## config.mk

```make
export PLATFORM = sky130hd
export DESIGN_NAME = hufc_dev_flat
export DESIGN_NICKNAME = d
export VERILOG_FILES = /design/src/hufc_pkg.sv /design/src/hufc_if.sv /design/src/hufc_dev.sv /design/src/flat_wrapper.sv
export SDC_FILE = /design/constraint.sdc
export NUM_CORES = 1
export LEC_CHECK = 0
export BUFFER_PORTS_ARGS = -buffer_cell sky130_fd_sc_hd__buf_2
export CAP_MARGIN = 0
export CORE_ASPECT_RATIO = 0.6
export CORE_MARGIN = 2
export CORE_UTILIZATION = 36
export DETAILED_ROUTE_END_ITERATION = 12
export GPL_TIMING_DRIVEN = 0
export PLACE_DENSITY_LB_ADDON = 0.15
export SYNTH_ARGS = -nofsm -noshare
export SYNTH_HDL_FRONTEND = slang
export SYNTH_SLANG_ARGS = --single-unit
```

## constraint.sdc

```tcl
create_clock -name clk -period 2.9 [get_ports clk]
set_input_delay 0.435 -clock clk [delete_from_list [all_inputs] [get_ports clk]]
set_output_delay 0.435 -clock clk [all_outputs]
set_load 0.03 [all_outputs]
```

## src/hufc_pkg.sv

```systemverilog
/*
 * Shared constants for the host UART link: frame timing, package framing
 * codes, status values and the two-entry buffer depth.
 * Assumes a single 125 MHz clock shared by both ends.
 */
package hufc_pkg;
    // Clock rate and serial bit time.
    localparam int unsigned CLK_HZ = 125000000;
    localparam int unsigned BAUD = 1000000;
    localparam int unsigned BIT_CYCLES = CLK_HZ / BAUD;
    // Bits in one character frame: start, eight data, stop.
    localparam int unsigned FRAME_BITS = 10;
    // A break is a low line held longer than one whole frame.
    localparam int unsigned BREAK_CYCLES = BIT_CYCLES * FRAME_BITS + 1;
    // Package framing bytes.
    localparam logic [7:0] PKT_START = 8'h02;
    localparam logic [7:0] PKT_REQ = 8'h52;
    localparam logic [7:0] PKT_CFM = 8'h43;
    localparam logic [7:0] PKT_IND = 8'h69;
    localparam logic [7:0] PKT_END = 8'h03;
    // Opcodes.
    localparam logic [7:0] OP_SEND_DATA = 8'h0f;
    localparam logic [7:0] OP_TRANSPARENT = 8'h11;
    localparam logic [7:0] OP_INCOMING = 8'h0e;
    // Status codes.
    localparam logic [7:0] ST_OK = 8'h00;
    localparam logic [7:0] ST_REFUSED = 8'h01;
    localparam int unsigned BUF_DEPTH = 2;
endpackage
```

## src/hufc_if.sv

```systemverilog
/*
 * Null-modem UART wiring between the module end and the host end.
 * Assumes both ends run on one clock; TX/RX and RTS/CTS are crossed here.
 */
`timescale 1ns/10ps
`default_nettype none
interface hufc_if;
    logic dev_tx;
    logic host_tx;
    logic dev_rts;
    logic host_rts;
    modport dev (output dev_tx, input host_tx, output dev_rts, input host_rts);
    modport host (input dev_tx, output host_tx, input dev_rts, output host_rts);
endinterface
`default_nettype wire

```

## src/hufc_dev.sv

```systemverilog
/*
 * Module end of the host UART link: receiver with break detect, transmitter
 * gated by CTS, command parser, transparent mode and a two-entry buffer
 * toward the radio side.
 * Assumes the interface joins it to the host end on the same clock; the
 * radio side is a plain valid/ready byte stream with a link-count input.
 */
`timescale 1ns/10ps
`default_nettype none
module hufc_dev
#(
    parameter int unsigned BREAK_CYCLES = hufc_pkg::BREAK_CYCLES
)
(
    input wire logic clk,
    input wire logic resetn,
    hufc_if.dev link,
    output logic up_valid,
    output logic [7:0] up_data,
    input wire logic up_ready,
    input wire logic dn_valid,
    input wire logic [7:0] dn_data,
    output logic dn_ready,
    input wire logic [1:0] link_count,
    input wire logic link_event,
    output logic transparent
);
    localparam int unsigned BC = hufc_pkg::BIT_CYCLES;

    // ************************************************************
    // Line synchronisers, receiver and break detect.
    // ************************************************************
    logic [1:0] rx_sync_q;
    logic [1:0] cts_sync_q;
    logic [8:0] rsh_q;
    logic [3:0] rbit_q;
    logic [15:0] rcnt_q;
    logic rbusy_q;
    logic rx_stb_q;
    logic [7:0] rx_byte_q;
    logic [31:0] low_q;
    logic brk_q;

    // Two flops on each incoming pin before any logic looks at it.
    always_ff @(posedge clk or negedge resetn)
    begin
        if (!resetn)
        begin
            rx_sync_q <= 2'h3;
            cts_sync_q <= 2'h3;
        end
        else
        begin
            rx_sync_q <= {rx_sync_q[0], link.host_tx};
            cts_sync_q <= {cts_sync_q[0], link.host_rts};
        end
    end

    // Receiver samples mid-bit and drops frames whose stop bit is low.
    always_ff @(posedge clk or negedge resetn)
    begin
        if (!resetn)
        begin
            rsh_q <= 9'h0;
            rbit_q <= 4'h0;
            rcnt_q <= 16'h0;
            rbusy_q <= 1'b0;
            rx_stb_q <= 1'b0;
            rx_byte_q <= 8'h0;
        end
        else
        begin
            rx_stb_q <= 1'b0;
            if (!rbusy_q)
            begin
                if (!rx_sync_q[1] && !brk_q)
                begin
                    rbusy_q <= 1'b1;
                    rcnt_q <= 16'(BC + BC / 2);
                    rbit_q <= 4'h9;
                end
            end
            else if (rcnt_q != 16'h0)
            begin
                rcnt_q <= rcnt_q - 16'h1;
            end
            else
            begin
                rsh_q <= {rx_sync_q[1], rsh_q[8:1]};
                rcnt_q <= 16'(BC - 1);
                rbit_q <= rbit_q - 4'h1;
                if (rbit_q == 4'h1)
                begin
                    rbusy_q <= 1'b0;
                    rx_stb_q <= rx_sync_q[1];
                    rx_byte_q <= rsh_q[8:1];
                end
            end
        end
    end

    // Count low cycles; break holds until the line returns high.
    always_ff @(posedge clk or negedge resetn)
    begin
        if (!resetn)
        begin
            low_q <= 32'h0;
            brk_q <= 1'b0;
        end
        else if (rx_sync_q[1])
        begin
            low_q <= 32'h0;
            brk_q <= 1'b0;
        end
        else if (low_q >= 32'(BREAK_CYCLES))
        begin
            brk_q <= 1'b1;
        end
        else
        begin
            low_q <= low_q + 32'h1;
        end
    end

    // ************************************************************
    // Two-entry buffer toward the radio side.
    // ************************************************************
    logic [7:0] buf_mem[hufc_pkg::BUF_DEPTH];
    logic buf_wp_q;
    logic buf_rp_q;
    logic [1:0] buf_n_q;
    logic buf_push;
    logic [7:0] buf_in;
    logic buf_pop;

    assign buf_pop = up_valid && up_ready;

    // Pointer-based buffer; a radio stall fills it and raises RTS.
    always_ff @(posedge clk or negedge resetn)
    begin
        if (!resetn)
        begin
            buf_wp_q <= 1'b0;
            buf_rp_q <= 1'b0;
            buf_n_q <= 2'h0;
        end
        else
        begin
            if (buf_push)
            begin
                buf_wp_q <= !buf_wp_q;
            end
            if (buf_pop)
            begin
                buf_rp_q <= !buf_rp_q;
            end
            buf_n_q <= buf_n_q + {1'b0, buf_push} - {1'b0, buf_pop};
        end
    end

    always_ff @(posedge clk)
    begin
        if (buf_push)
        begin
            buf_mem[buf_wp_q] <= buf_in;
        end
    end

    // Outputs registered; valid is taken from the next fill count, so it follows the count in the same cycle.
    always_ff @(posedge clk or negedge resetn)
    begin
        if (!resetn)
        begin
            up_valid <= 1'b0;
            up_data <= 8'h0;
        end
        else
        begin
            up_valid <= (buf_n_q - {1'b0, buf_pop} + {1'b0, buf_push}) != 2'h0;
            up_data <= (buf_pop || buf_n_q == 2'h0) ?
                (buf_n_q == 2'h2 ? buf_mem[!buf_rp_q] : buf_in) : buf_mem[buf_rp_q];
        end
    end

    // ************************************************************
    // Command parser and mode control.
    // ************************************************************
    typedef enum logic [2:0]
    {
        HUFC_P_IDLE = 3'b000,
        HUFC_P_TYPE = 3'b001,
        HUFC_P_OP = 3'b010,
        HUFC_P_DATA = 3'b011,
        HUFC_P_END = 3'b100
    } hufc_parse_type;

    hufc_parse_type pst_q;
    logic [7:0] op_q;
    logic trans_q;
    logic cfm_req_q;
    logic [7:0] cfm_op_q;
    logic [7:0] cfm_st_q;
    logic ind_req_q;
    logic raw_ok;
    logic cfm_clr;
    logic ind_clr;

    // The closing byte ends the payload and is never passed on as data.
    assign raw_ok = pst_q == HUFC_P_DATA && op_q == hufc_pkg::OP_SEND_DATA &&
        rx_byte_q != hufc_pkg::PKT_END;
    // Transparent bytes bypass the parser entirely.
    assign buf_push = rx_stb_q && (trans_q || raw_ok) && buf_n_q != 2'h2;
    assign buf_in = rx_byte_q;

    // Package format: start, type, opcode, payload bytes, end.
    always_ff @(posedge clk or negedge resetn)
    begin
        if (!resetn)
        begin
            pst_q <= HUFC_P_IDLE;
            op_q <= 8'h0;
        end
        else if (rx_stb_q && !trans_q)
        begin
            case (pst_q)
                HUFC_P_IDLE: pst_q <= rx_byte_q == hufc_pkg::PKT_START ? HUFC_P_TYPE : HUFC_P_IDLE;
                HUFC_P_TYPE: pst_q <= rx_byte_q == hufc_pkg::PKT_REQ ? HUFC_P_OP : HUFC_P_IDLE;
                HUFC_P_OP:
                begin
                    op_q <= rx_byte_q;
                    pst_q <= rx_byte_q == hufc_pkg::OP_SEND_DATA ? HUFC_P_DATA : HUFC_P_END;
                end
                HUFC_P_DATA: pst_q <= rx_byte_q == hufc_pkg::PKT_END ? HUFC_P_IDLE : HUFC_P_DATA;
                HUFC_P_END: pst_q <= HUFC_P_IDLE;
                default: pst_q <= HUFC_P_IDLE;
            endcase
        end
    end

    // A finished request queues a confirm; set wins over the send's clear.
    always_ff @(posedge clk or negedge resetn)
    begin
        if (!resetn)
        begin
            trans_q <= 1'b0;
            cfm_req_q <= 1'b0;
            cfm_op_q <= 8'h0;
            cfm_st_q <= 8'h0;
            ind_req_q <= 1'b0;
        end
        else
        begin
            if (cfm_clr)
            begin
                cfm_req_q <= 1'b0;
            end
            if (ind_clr)
            begin
                ind_req_q <= 1'b0;
            end
            if (link_event)
            begin
                ind_req_q <= 1'b1;
            end
            if (brk_q)
            begin
                trans_q <= 1'b0;
            end
            else if (rx_stb_q && !trans_q && rx_byte_q == hufc_pkg::PKT_END &&
                (pst_q == HUFC_P_END || pst_q == HUFC_P_DATA))
            begin
                cfm_req_q <= 1'b1;
                cfm_op_q <= op_q;
                cfm_st_q <= hufc_pkg::ST_OK;
                if (op_q == hufc_pkg::OP_TRANSPARENT)
                begin
                    if (link_count == 2'h1)
                    begin
                        trans_q <= 1'b1;
                    end
                    else
                    begin
                        cfm_st_q <= hufc_pkg::ST_REFUSED;
                    end
                end
            end
        end
    end

    // ************************************************************
    // Transmitter toward the host.
    // ************************************************************
    logic [3:0] tsel_q;
    logic [9:0] tsh_q;
    logic [3:0] tbit_q;
    logic [15:0] tcnt_q;
    logic tline_q;
    logic [7:0] tbyte;
    logic ev_ind_q;

    // Event byte sequence: start, type, opcode, status (link count for an indication), end.
    always_comb
    begin
        case (tsel_q)
            4'h1: tbyte = hufc_pkg::PKT_START;
            4'h2: tbyte = ev_ind_q ? hufc_pkg::PKT_IND : hufc_pkg::PKT_CFM;
            4'h3: tbyte = ev_ind_q ? hufc_pkg::OP_INCOMING : cfm_op_q;
            4'h4: tbyte = ev_ind_q ? {6'h0, link_count} : cfm_st_q;
            4'h5: tbyte = hufc_pkg::PKT_END;
            default: tbyte = dn_data;
        endcase
    end

    // The confirm of the mode switch still goes out once raw mode is on.
    assign cfm_clr = tsel_q == 4'h0 && tbit_q == 4'h0 && tcnt_q == 16'h0 &&
        !cts_sync_q[1] && cfm_req_q;
    assign ind_clr = tsel_q == 4'h0 && tbit_q == 4'h0 && tcnt_q == 16'h0 &&
        !cts_sync_q[1] && !cfm_req_q && ind_req_q && !trans_q;

    // Between bytes CTS is re-checked, so a high CTS holds back the next byte; a byte already on the line finishes.
    always_ff @(posedge clk or negedge resetn)
    begin
        if (!resetn)
        begin
            tsel_q <= 4'h0;
            tsh_q <= 10'h3ff;
            tbit_q <= 4'h0;
            tcnt_q <= 16'h0;
            tline_q <= 1'b1;
            dn_ready <= 1'b0;
            ev_ind_q <= 1'b0;
        end
        else
        begin
            dn_ready <= 1'b0;
            if (tbit_q != 4'h0 || tcnt_q != 16'h0)
            begin
                if (tcnt_q != 16'h0)
                begin
                    tcnt_q <= tcnt_q - 16'h1;
                end
                else
                begin
                    tline_q <= tsh_q[0];
                    tsh_q <= {1'b1, tsh_q[9:1]};
                    tbit_q <= tbit_q - 4'h1;
                    tcnt_q <= 16'(BC - 1);
                end
            end
            else if (!cts_sync_q[1])
            begin
                if (tsel_q != 4'h0)
                begin
                    tsh_q <= {1'b1, tbyte, 1'b0};
                    tbit_q <= 4'(hufc_pkg::FRAME_BITS);
                    tsel_q <= tsel_q == 4'h5 ? 4'h0 : tsel_q + 4'h1;
                end
                else if (cfm_clr || ind_clr)
                begin
                    ev_ind_q <= ind_clr;
                    tsel_q <= 4'h1;
                end
                else if (trans_q && dn_valid && !dn_ready)
                begin
                    tsh_q <= {1'b1, dn_data, 1'b0};
                    tbit_q <= 4'(hufc_pkg::FRAME_BITS);
                    dn_ready <= 1'b1;
                end
            end
        end
    end

    logic link_rts_q;

    // RTS goes high once the buffer is full.
    always_ff @(posedge clk or negedge resetn)
    begin
        if (!resetn)
        begin
            transparent <= 1'b0;
            link_rts_q <= 1'b1;
        end
        else
        begin
            transparent <= trans_q;
            link_rts_q <= buf_n_q + {1'b0, buf_push} >= 2'h2;
        end
    end

    assign link.dev_rts = link_rts_q;
    assign link.dev_tx = tline_q;
endmodule
`default_nettype wire

```

## src/flat_wrapper.sv

```systemverilog
// flat-port wrapper written by rule: the top's interface ports become plain ports
module hufc_dev_flat 
#(
    parameter int unsigned BREAK_CYCLES = hufc_pkg::BREAK_CYCLES
)
  (clk, resetn, up_valid, up_data, up_ready, dn_valid, dn_data, dn_ready, link_count, link_event, transparent, link_dev_tx, link_host_tx, link_dev_rts, link_host_rts);
  hufc_if link_i ();
  input wire logic clk;
  input wire logic resetn;
  output logic up_valid;
  output logic [7:0] up_data;
  input wire logic up_ready;
  input wire logic dn_valid;
  input wire logic [7:0] dn_data;
  output logic dn_ready;
  input wire logic [1:0] link_count;
  input wire logic link_event;
  output logic transparent;
  output wire logic [$bits(link_i.dev_tx)-1:0] link_dev_tx;
  input wire logic [$bits(link_i.host_tx)-1:0] link_host_tx;
  output wire logic [$bits(link_i.dev_rts)-1:0] link_dev_rts;
  input wire logic [$bits(link_i.host_rts)-1:0] link_host_rts;
  assign link_dev_tx = link_i.dev_tx;
  assign link_i.host_tx = link_host_tx;
  assign link_dev_rts = link_i.dev_rts;
  assign link_i.host_rts = link_host_rts;
  hufc_dev #(.BREAK_CYCLES(BREAK_CYCLES)) u_core (.clk(clk), .resetn(resetn), .link(link_i), .up_valid(up_valid), .up_data(up_data), .up_ready(up_ready), .dn_valid(dn_valid), .dn_data(dn_data), .dn_ready(dn_ready), .link_count(link_count), .link_event(link_event), .transparent(transparent));
endmodule
```

==> results of run 1 <==
-- logic make-up after synthesis --
logic type	count (synthesis)	synth area share
AOI/OAI and AO/OA	136	0.114
xor gates and xnor gates	24	0.0277
adders and majority gates	13	0.0214
buffers and inverters	52	0.0280
DFF	165	0.557
muxes	37	0.0539
and+or+nand+nor	277	0.198
-- metrics by stage --
| stage | instance area (um2) | hold WS (ns) | setup TNS, ns | instances | power [W] |
|---|---|---|---|---|---|
| 4_1_cts | 8750 | 0.0838 | 0 | 1045 | 0.00561 |
| 3_3_place_gp | 8090 | 0.346 | -110.14 | 1012 | 0.00321 |
| 5_1_grt | 8750 | 0.0769 | 0 | 1045 | 0.00579 |
| 2_1_floorplan | 7590 | 0.139 | 0 | 704 | 0.00298 |
| 6_report | 8750 | 0.0474 | 0 | 1045 | 0.00554 |
| 3_5_place_dp | 8120 | 0.348 | 0 | 1013 | 0.00322 |
-- state kept, by name, summed over array words and instances, names as in the netlist, 2 cells and up --
signal	count
u_core.tbit_q	4
u_core.cfm_op_q	8
u_core.low_q	32
u_core.pst_q	3
u_core.op_q	8
u_core.buf_in	8
u_core.tsh_q	9
u_core.tcnt_q	16
u_core.up_data	8
u_core.rsh_q	8
u_core.buf_mem	16
u_core.rx_sync_q	2
u_core.rcnt_q	16
u_core.rbit_q	4
u_core.cts_sync_q	2
u_core.tsel_q	4
u_core.buf_n_q	2
-- path summary, 6_finish.rpt --
check	startpoint	to	slack [ns]	cells after the start
min in group clk	link_host_rts	u_core.cts_sync_q[0]$_DFF_PN1_	0.10	1
max	u_core.tcnt_q[0]$_DFFE_PN0N_	u_core.link.dev_tx$_DFFE_PN1P_	0.29	6
max in group asynchronous	resetn	u_core.link.dev_rts$_DFF_PN1_	2.01	2
min	resetn	u_core.rcnt_q[6]$_DFFE_PN0P_	0.05	1
max reg2reg	u_core.tcnt_q[0]$_DFFE_PN0N_	u_core.link.dev_tx$_DFFE_PN1P_	0.29	6
min reg2reg	u_core.rx_sync_q[0]$_DFF_PN1_	u_core.rx_sync_q[1]$_DFF_PN1_	0.36	0
-- synthesized netlist by cell type, types with 2 or more instances --
| master | instances |
|---|---|
| a21o_1 | 3 |
| o31ai_1 | 12 |
| o211ai_1 | 3 |
| a31oi_1 | 11 |
| clkbuf_1 | 22 |
| nand2b_1 | 14 |
| nor2_1 | 49 |
| nand3_1 | 19 |
| or3_1 | 16 |
| xor2_1 | 14 |
| and3_1 | 4 |
| or2_2 | 5 |
| and2_1 | 4 |
| a21oi_1 | 34 |
| o2bb2ai_1 | 2 |
| or3b_2 | 2 |
| mux2i_1 | 6 |
| xnor2_1 | 10 |
| dfstp_2 | 15 |
| nor4_1 | 13 |
| dfrtp_1 | 134 |
| or4_1 | 6 |
| a22oi_1 | 5 |
| nor4_4 | 2 |
| buf_1 | 2 |
| buf_6 | 2 |
| o22ai_1 | 15 |
| a211oi_1 | 2 |
| a22o_1 | 3 |
| nand2_1 | 67 |
| edfxtp_1 | 16 |
| a221oi_1 | 3 |
| nand4_1 | 10 |
| nand4b_1 | 3 |
| mux2_2 | 23 |
| ha_1 | 13 |
| nor4b_1 | 6 |
| o22a_1 | 7 |
| o21ai_0 | 28 |
| nor2b_1 | 26 |
| buf_2 | 2 |
| nor3_1 | 19 |
| inv_1 | 24 |
| mux2_1 | 8 |
-- final cells by class --
type	count	area, um2
clock inverters	9	114
inverters	24	90.1
flip-flops and latches	165	4230
well taps	279	349
clock buffers	23	519
multi-input cells	487	3150
fillers	1960	12100
repair buffers	30	179
plain buffers	28	123
-- power by group through the flow --
stage	clock network, W	registers, W	logic, W
2_1_floorplan	0	0.00265	0.000322
3_3_place_gp	0	0.00251	0.000701
3_5_place_dp	0	0.00252	0.000706
4_1_cts	0.00243	0.00247	0.000708
5_1_grt	0.00254	0.00248	0.000773
6_report	0.00237	0.00247	0.000699
-- per-layer routing --
layer  GRT usage  vias up
met2       0.218      121
met3      0.0349       15
met1       0.257     2697
met5           0        -
met4      0.0538        0
li1            -     2639
==> reports/qor.yml, run 1 <==
power:
  seqPwrFrac: 0.446
  p_per_area_nw_per_um2: 633
  p_leak_nw: 3.81
  clock_power_share: 0.428
  ir_worst_vdd_mv: 0.414
  pwr-share-comb: 0.126
  swShare: 0.263
  p_int_w: 0.00408
  switchingPower_w: 0.00146
synth:
  synth_top_area_frac: 0.442
  synth_fp_nets: 734
  ys_warn_count: 0
  synth_edf_count: 16
  synthFlopType: "dfrtp_1"
  synth_top_cells_by_area: "dfrtp_1 44%, edfxtp_1 6.3%, dfstp_2 5.2%"
  synth_area_per_cell_um2: 10.8
  yosys_register_bits: 165
  syn_area_um2: 7590
  ys_seq_area_frac: 0.557
  synthArstFlopShare: 0.903
  netlist_instances: 704
  synth_top_cell_by_area: "dfrtp_1"
  synth_cell_types: 64
die:
  start_util: 0.365
  fp.dieH_um: 116
  io_pins: 30
  placeableCoreArea_um2: 20800
  die_w_um: 191
  rows: 41
  die-area_um2: 22300
sta:
  max_freq_mhz: 384
  setup_slack_ns: 0.293
  slew_headroom: 0.149
  rsz0062_at_grt: "false"
  hold_violations: 0
  worst_slew_pin_slew_ns: 1.27
  min_period_ns: 2.61
  clock_skew_ns: 0.00767
  setup_viol: 0
  final_max_slew_viol_count: 0
  period_share: 0.899
setup_path:
  path_class: "reg2reg"
  crit_slowest_cell: "nor3_1"
  crit_required_ns: 3.26
  max_stage_delay_ns: 0.53
  cp_max_fo: 5
  path_buf_inv: 1
  crit_path_start_kind: "flop"
  crit_family: "simple AND/OR/NAND/NOR gates"
  end_kind: "flop"
  arrival_ns: 2.96
  crit_chain: "inv_1 > ha_1 > or3b_2 > or3_4 > nor3_1 > mux2_2"
drt:
  routed_wl_um: 16800
  viasPerCell: 5.24
  first_iter_violations: 370
  num_vias: 5472
  dr.pass1.iters: 5
  wl_met3_um: 792
  wl_met2_um: 6710
  wl_per_cell_um: 16.1
  maxUsedRoutingLayer: "met4"
  wl_met1_um: 9090
  ant_nets: 0
  drc_errors: 0
cts:
  cts_hold_buf: 0
  worstSkewPairLatency_ns: 0.43
  ctsHtreeMaxLevel: 4
  cts_tree: "done"
  root_buffer: "clkbuf_16"
  cts_buffers: 17
  clkSinkCount: 165
  cts_buffer_depth: 2
  post_cts_buffers: 0
  cts.clk_slew.worst_paths_ns: 0.07
  post_cts_resized: 0
grt:
  grt.total_usage: 0.163
  grt_antenna_before_repair: 0
  grt_pass1_wl_um: 28000
  grt_max_degree: 85
  first_global_vias: 5282
  grt-ovfl-total: 0
placed_design:
  preCtsSetupSlack_ns: 0.346
  place.port_buffers: 29
  hpwlAfterDp_um: 11700
  place_congestion: 0.824
job:
  maxCapViolCount: 0
layout:
  area.growth.synth_to_final_pct: 15.3
  mostFrequentLayoutCells: "134 x dfrtp_1, 67 x nand2_1, 49 x nor2_1"
  finalNetCount: 783
  layout_commonest_cell: "dfrtp_1"
  antennaDiodeCount: 0
  drive_above_1_share: 0.158
  fin_util: 0.420
run_status:
  status: "completed"
worst_hold_path:
  holdCritPathClass: "in2async"
No activity file was read; power rests on OpenSTA's default activity.
==> run 2: changes to the inputs <==
==> constraint.sdc (replaced) <==
create_clock -name clk -period 2.3 [get_ports clk]
set_input_delay 0.345 -clock clk [delete_from_list [all_inputs] [get_ports clk]]
set_output_delay 0.345 -clock clk [all_outputs]
set_load 0.03 [all_outputs]
==> run 2 against run 1 <==
Against the previous run: the run now ends with negative setup slack left; total power up 22%; register-to-register slack worse by 0.29 ns; setup slack worse by 0.29 ns; core utilization up 1.9 points; largest cell class unchanged.
==> reports/qor.yml, run 2 (synthesized netlist as in run 1, its figures left out) <==
sta:
  setup_viol: 1
  hold_violations: 0
  worst_slew_pin_slew_ns: 0.715
  clock_skew_ns: 0.00631
  slew_headroom: 0.523
  min_period_ns: 2.30
  final_max_slew_viol_count: 0
  setup_slack_ns: -0.00150
  period_share: 1.00
  max_freq_mhz: 435
  rsz0062_at_grt: "true"
setup_path:
  cp.depth: 6
  crit_required_ns: 2.61
  arrival_ns: 2.61
  max_stage_delay_ns: 0.51
  path_buf_inv: 0
  crit_slowest_cell: "nor3_1"
  crit_chain: "ha_4 > or4_1 > and3_4 > nor3_1 > a311oi_1 > a41o_1"
  crit_path_start_kind: "flop"
  end_kind: "flop"
  ff2ff_path_depth: 6
  path_class: "reg2reg"
  crit_family: "simple AND/OR/NAND/NOR gates"
  cp_max_fo: 4
die:
  placeableCoreArea_um2: 20800
  fp.dieH_um: 116
  start_util: 0.365
  io_pins: 30
  die-area_um2: 22300
  die_w_um: 191
  rows: 41
grt:
  grt_antenna_before_repair: 0
  grt_max_degree: 77
  grt_pass1_wl_um: 29500
  grt-ovfl-total: 0
  first_global_vias: 5557
  grt.total_usage: 0.169
cts:
  cts_buffers: 17
  ctsHtreeMaxLevel: 4
  cts_tree: "done"
  cts.clk_slew.worst_paths_ns: 0.06
  worstSkewPairLatency_ns: 0.42
  cts_buffer_depth: 2
  root_buffer: "clkbuf_16"
  clkSinkCount: 165
drt:
  viasPerCell: 5.25
  drc_errors: 0
  num_vias: 5635
  ant_nets: 0
  dr.pass1.iters: 5
  routed_wl_um: 17700
  first_iter_violations: 505
  wl_per_cell_um: 16.5
placed_design:
  place.port_buffers: 29
  preCtsSetupSlack_ns: -0.281
  hpwlAfterDp_um: 11800
  place_inst: 1013
  place_congestion: 0.814
  placed_area_um2: 8130
layout:
  finalNetCount: 811
  drive_above_1_share: 0.238
  layout_commonest_cell: "dfrtp_1"
  largest_register: "u_core.low_q"
  finalNonFillerCells: 1073
  stdcell_area_um2: 9140
  mostFrequentLayoutCells: "128 x dfrtp_1, 67 x nand2_1, 47 x nor2_1"
  area.growth.synth_to_final_pct: 20.4
  antennaDiodeCount: 0
  largest_reg_flops: 32
worst_hold_path:
  whs_path_depth: 1
  holdCritPathClass: "in2reg"
power:
  pwr-share-comb: 0.138
  switchingPower_w: 0.00186
  ir_worst_vdd_mv: 0.464
  swShare: 0.274
  p_per_area_nw_per_um2: 742
  p_int_w: 0.00492
  clock_power_share: 0.401
  seqPwrFrac: 0.461
  p_leak_nw: 3.97
run_status:
  violations: "negative setup slack"
  status: "complete, but fails checks"
job:
  maxCapViolCount: 0
## run 2: per-stage QoR
stage	utilization	TNS, ns	hold WS [ns]	total power (W)
final	0.439	-0.00150	0.0257	0.00678
after floorplan	-	0	0.0494	0.00375
after global placement	0.389	-196.74	0.346	0.00405
after detailed placement	0.390	-10.10	0.348	0.00408
after global routing	0.439	-0.289	0.0107	0.00708
after CTS	0.428	0	0.00134	0.00685
## run 2: layer usage
layer	vias up	track usage	routed length, um
met2	126	0.238	7400
met3	12	0.0349	768
met4	0	0.0441	172
met1	2804	0.261	9320
li1	2693	-	-
met5	-	0	0
## run 2: power by group through the flow
stage	logic (W)	clock network (W)	registers (W)
after floorplan	0.000407	0	0.00335
after global placement	0.000883	0	0.00317
after detailed placement	0.000907	0	0.00317
after CTS	0.000937	0.00278	0.00313
after global routing	0.00103	0.00291	0.00314
final	0.000939	0.00272	0.00313
## run 2: final cells by class
type | instances | area [um2]
well taps | 279 | 349
clock inverters | 13 | 115
fillers | 1989 | 11700
repair buffers | 59 | 399
plain buffers | 27 | 126
flip-flops and latches | 165 | 4240
clock buffers | 19 | 433
multi-input cells | 487 | 3390
inverters | 24 | 90.1
## run 2: path summary, 6_finish.rpt
kind	end	slack (ns)	from
hold / removal	u_core.rx_sync_q[0]$_DFF_PN1_	0.03	link_host_tx
setup reg to reg	u_core.low_q[5]$_DFFE_PN0P_	-0.001	u_core.low_q[0]$_DFFE_PN0P_
hold reg to reg	u_core.rx_sync_q[1]$_DFF_PN1_	0.36	u_core.rx_sync_q[0]$_DFF_PN1_
setup / recovery	u_core.low_q[5]$_DFFE_PN0P_	-0.001	u_core.low_q[0]$_DFFE_PN0P_
min in group asynchronous	u_core.rcnt_q[6]$_DFFE_PN0P_	0.51	resetn
max in group asynchronous	u_core.tsh_q[0]$_DFFE_PN1P_	0.92	resetn
## run 2: worst reg2reg max path, stage by stage, from the launching register on
cell	delay, ns
dfrtp_1	0.42
ha_4	0.18
or4_1	0.47
and3_4	0.18
nor3_1	0.51
a311oi_1	0.18
a41o_1	0.25
## run 2: repair_timing
item,4_1_cts,5_1_grt
pin swaps,8,15
hold buffers,1,1
gates cloned,1,0
setup buffers,13,12
endpoints found under the setup margin,85,76
hold endpoints to repair,37,1
resized for setup,26,37
==> run 3: changes to the inputs <==
--- a/config.mk
+++ b/config.mk
@@ -13,6 +13,7 @@
 export DETAILED_ROUTE_END_ITERATION = 12
 export GPL_TIMING_DRIVEN = 0
 export PLACE_DENSITY_LB_ADDON = 0.15
+export RECOVER_POWER = 50
 export SYNTH_ARGS = -nofsm -noshare
 export SYNTH_HDL_FRONTEND = slang
 export SYNTH_SLANG_ARGS = --single-unit
==> run 3 against run 2 <==
Against the previous run: the run still ends with negative setup slack left; non-clock buffer count stayed put; clock-buffer cell count stayed put; largest power group unchanged; cell area is 0.48% lower; hold slack hardly changed; core utilization is 0.21 points lower; critical endpoint unchanged; global-route usage stayed put; critical path depth stayed put.
==> reports/qor.yml, run 3 (synthesized netlist as in run 1, its figures left out) <==
run_status:
  status: "complete, but fails checks"
  violations: "negative setup slack"
grt:
  first_global_vias: 5557
  grt_pass1_wl_um: 29500
  grt-ovfl-total: 0
  grt.total_usage: 0.169
  grt_antenna_before_repair: 0
  grt_max_degree: 77
placed_design:
  preCtsSetupSlack_ns: -0.281
  place_inst: 1013
  place.port_buffers: 29
  hpwlAfterDp_um: 11800
  place_congestion: 0.814
layout:
  antennaDiodeCount: 0
  seq_area_um2: 4230
  mostFrequentLayoutCells: "131 x dfrtp_1, 67 x nand2_1, 47 x nor2_1"
  area.growth.synth_to_final_pct: 19.8
  layout_commonest_cell: "dfrtp_1"
  largest_reg_flops: 32
  finalNonFillerCells: 1073
  largest_register: "u_core.low_q"
  finalNetCount: 811
  drive_above_1_share: 0.217
  filler_cell_count: 2001
  multi_input_area_um2: 3390
cts:
  ctsHtreeMaxLevel: 4
  cts_buffers: 17
  cts.clk_slew.worst_paths_ns: 0.06
  worstSkewPairLatency_ns: 0.43
  cts_tree: "done"
  cts_buffer_depth: 2
  root_buffer: "clkbuf_16"
  clkSinkCount: 165
drt:
  dr.pass1.iters: 5
  viasPerCell: 5.23
  wl_per_cell_um: 16.5
  routed_wl_um: 17700
  first_iter_violations: 514
  drc_errors: 0
  ant_nets: 0
  num_vias: 5613
die:
  die_w_um: 191
  io_pins: 30
  start_util: 0.365
  rows: 41
  die-area_um2: 22300
  fp.dieH_um: 116
  placeableCoreArea_um2: 20800
setup_path:
  end_kind: "flop"
  crit_start: "u_core.low_q[0]$_DFFE_PN0P_"
  crit_path_start_kind: "flop"
  arrival_ns: 2.61
  crit_required_ns: 2.61
  rrSetupSlack_ns: -0.001
  ff2ff_path_depth: 6
  cp_max_fo: 4
  r2r-start: "u_core.low_q[0]$_DFFE_PN0P_"
  path_class: "reg2reg"
power:
  ir_worst_vdd_mv: 0.464
  p_per_area_nw_per_um2: 744
  p_leak_nw: 3.93
sta:
  period_share: 1.00
  slew_headroom: 0.305
  setup_viol: 1
  setup_slack_ns: -0.00150
  rsz0062_at_grt: "true"
  fin_hold_ws_ns: 0.0255
  worst_slew_pin_slew_ns: 1.04
  tns_ns: -0.00150
  min_period_ns: 2.30
  final_max_slew_viol_count: 0
  max_freq_mhz: 435
  clock_skew_ns: 0.00654
  hold_violations: 0
worst_hold_path:
  min_from: "link_host_tx"
  holdCritPathClass: "in2reg"
  whs_path_depth: 1
job:
  maxCapViolCount: 0
[run 3: changes by cell type in the layout (fill, tap and decap cells not counted)]
cell	delta
clkbuf_1	+15
buf_2	-13
dfrtp_1	+3
dfrtp_2	-3
buf_4	-2
clkbuf_4	+2
buf_1	-1
buf_16	-1
[run 3: path summary, 6_finish.rpt]
kind | to
worst max register to register | u_core.low_q[5]$_DFFE_PN0P_
min in group asynchronous | u_core.rcnt_q[6]$_DFFE_PN0P_
worst max-delay path | u_core.low_q[5]$_DFFE_PN0P_
worst min register to register | u_core.rx_sync_q[1]$_DFF_PN1_
worst min-delay path | u_core.rx_sync_q[0]$_DFF_PN1_
max in group asynchronous | u_core.buf_in[6]$_DFFE_PN0P_
[run 3: metal layers]
metal / GRT usage / part of all wire / vias to the layer above / routed length, um
li1: - / - / 2692 / -
met1: 0.261 / 0.53 / 2795 / 9400
met2: 0.238 / 0.42 / 114 / 7370
met3: 0.0349 / 0.043 / 12 / 767
met4: 0.0441 / 0.0097 / 0 / 172
met5: 0 / 0 / - / 0
[run 3: worst max-delay path, stage by stage, from the launching register on]
cell and delay [ns]:
dfrtp_1 0.42, ha_4 0.18, or4_1 0.47, and3_4 0.18, nor3_1 0.51, a311oi_1 0.18
a41o_1 0.25
[run 3: area by class of cell]
cell class | instances | area share
sequential | 165 | 0.465
multi-input combinational | 487 | 0.373
clock buffer | 19 | 0.0476
timing repair buffer | 59 | 0.0395
tap | 279 | 0.0384
buffer | 27 | 0.0139
clock inverter | 13 | 0.0127
inverter | 24 | 0.00991
[run 3: where the power goes]
group | switching (W) | internal [W]
combinational | 0.000657 | 0.000254
sequential | 0.0000583 | 0.00307
clock | 0.00115 | 0.00157
[run 3: what timing repair did]
item / in CTS / in global routing
gates cloned: 1 / 0
setup buffers: 13 / 12
setup endpoints to repair: 85 / 76
endpoints found under the hold margin: 37 / 1
resized for setup: 26 / 37
hold buffers: 1 / 1
pin swaps: 8 / 15
[run 3: through the flow]
stage                      util  power [W]  instance area [um2]
final                     0.437    0.00676                 9090
after global routing      0.437    0.00705                 9090
after CTS                 0.428    0.00685                 8920
after detailed placement  0.390    0.00408                 8130
after global placement    0.389    0.00405                 8100
after floorplan               -    0.00375                 7600
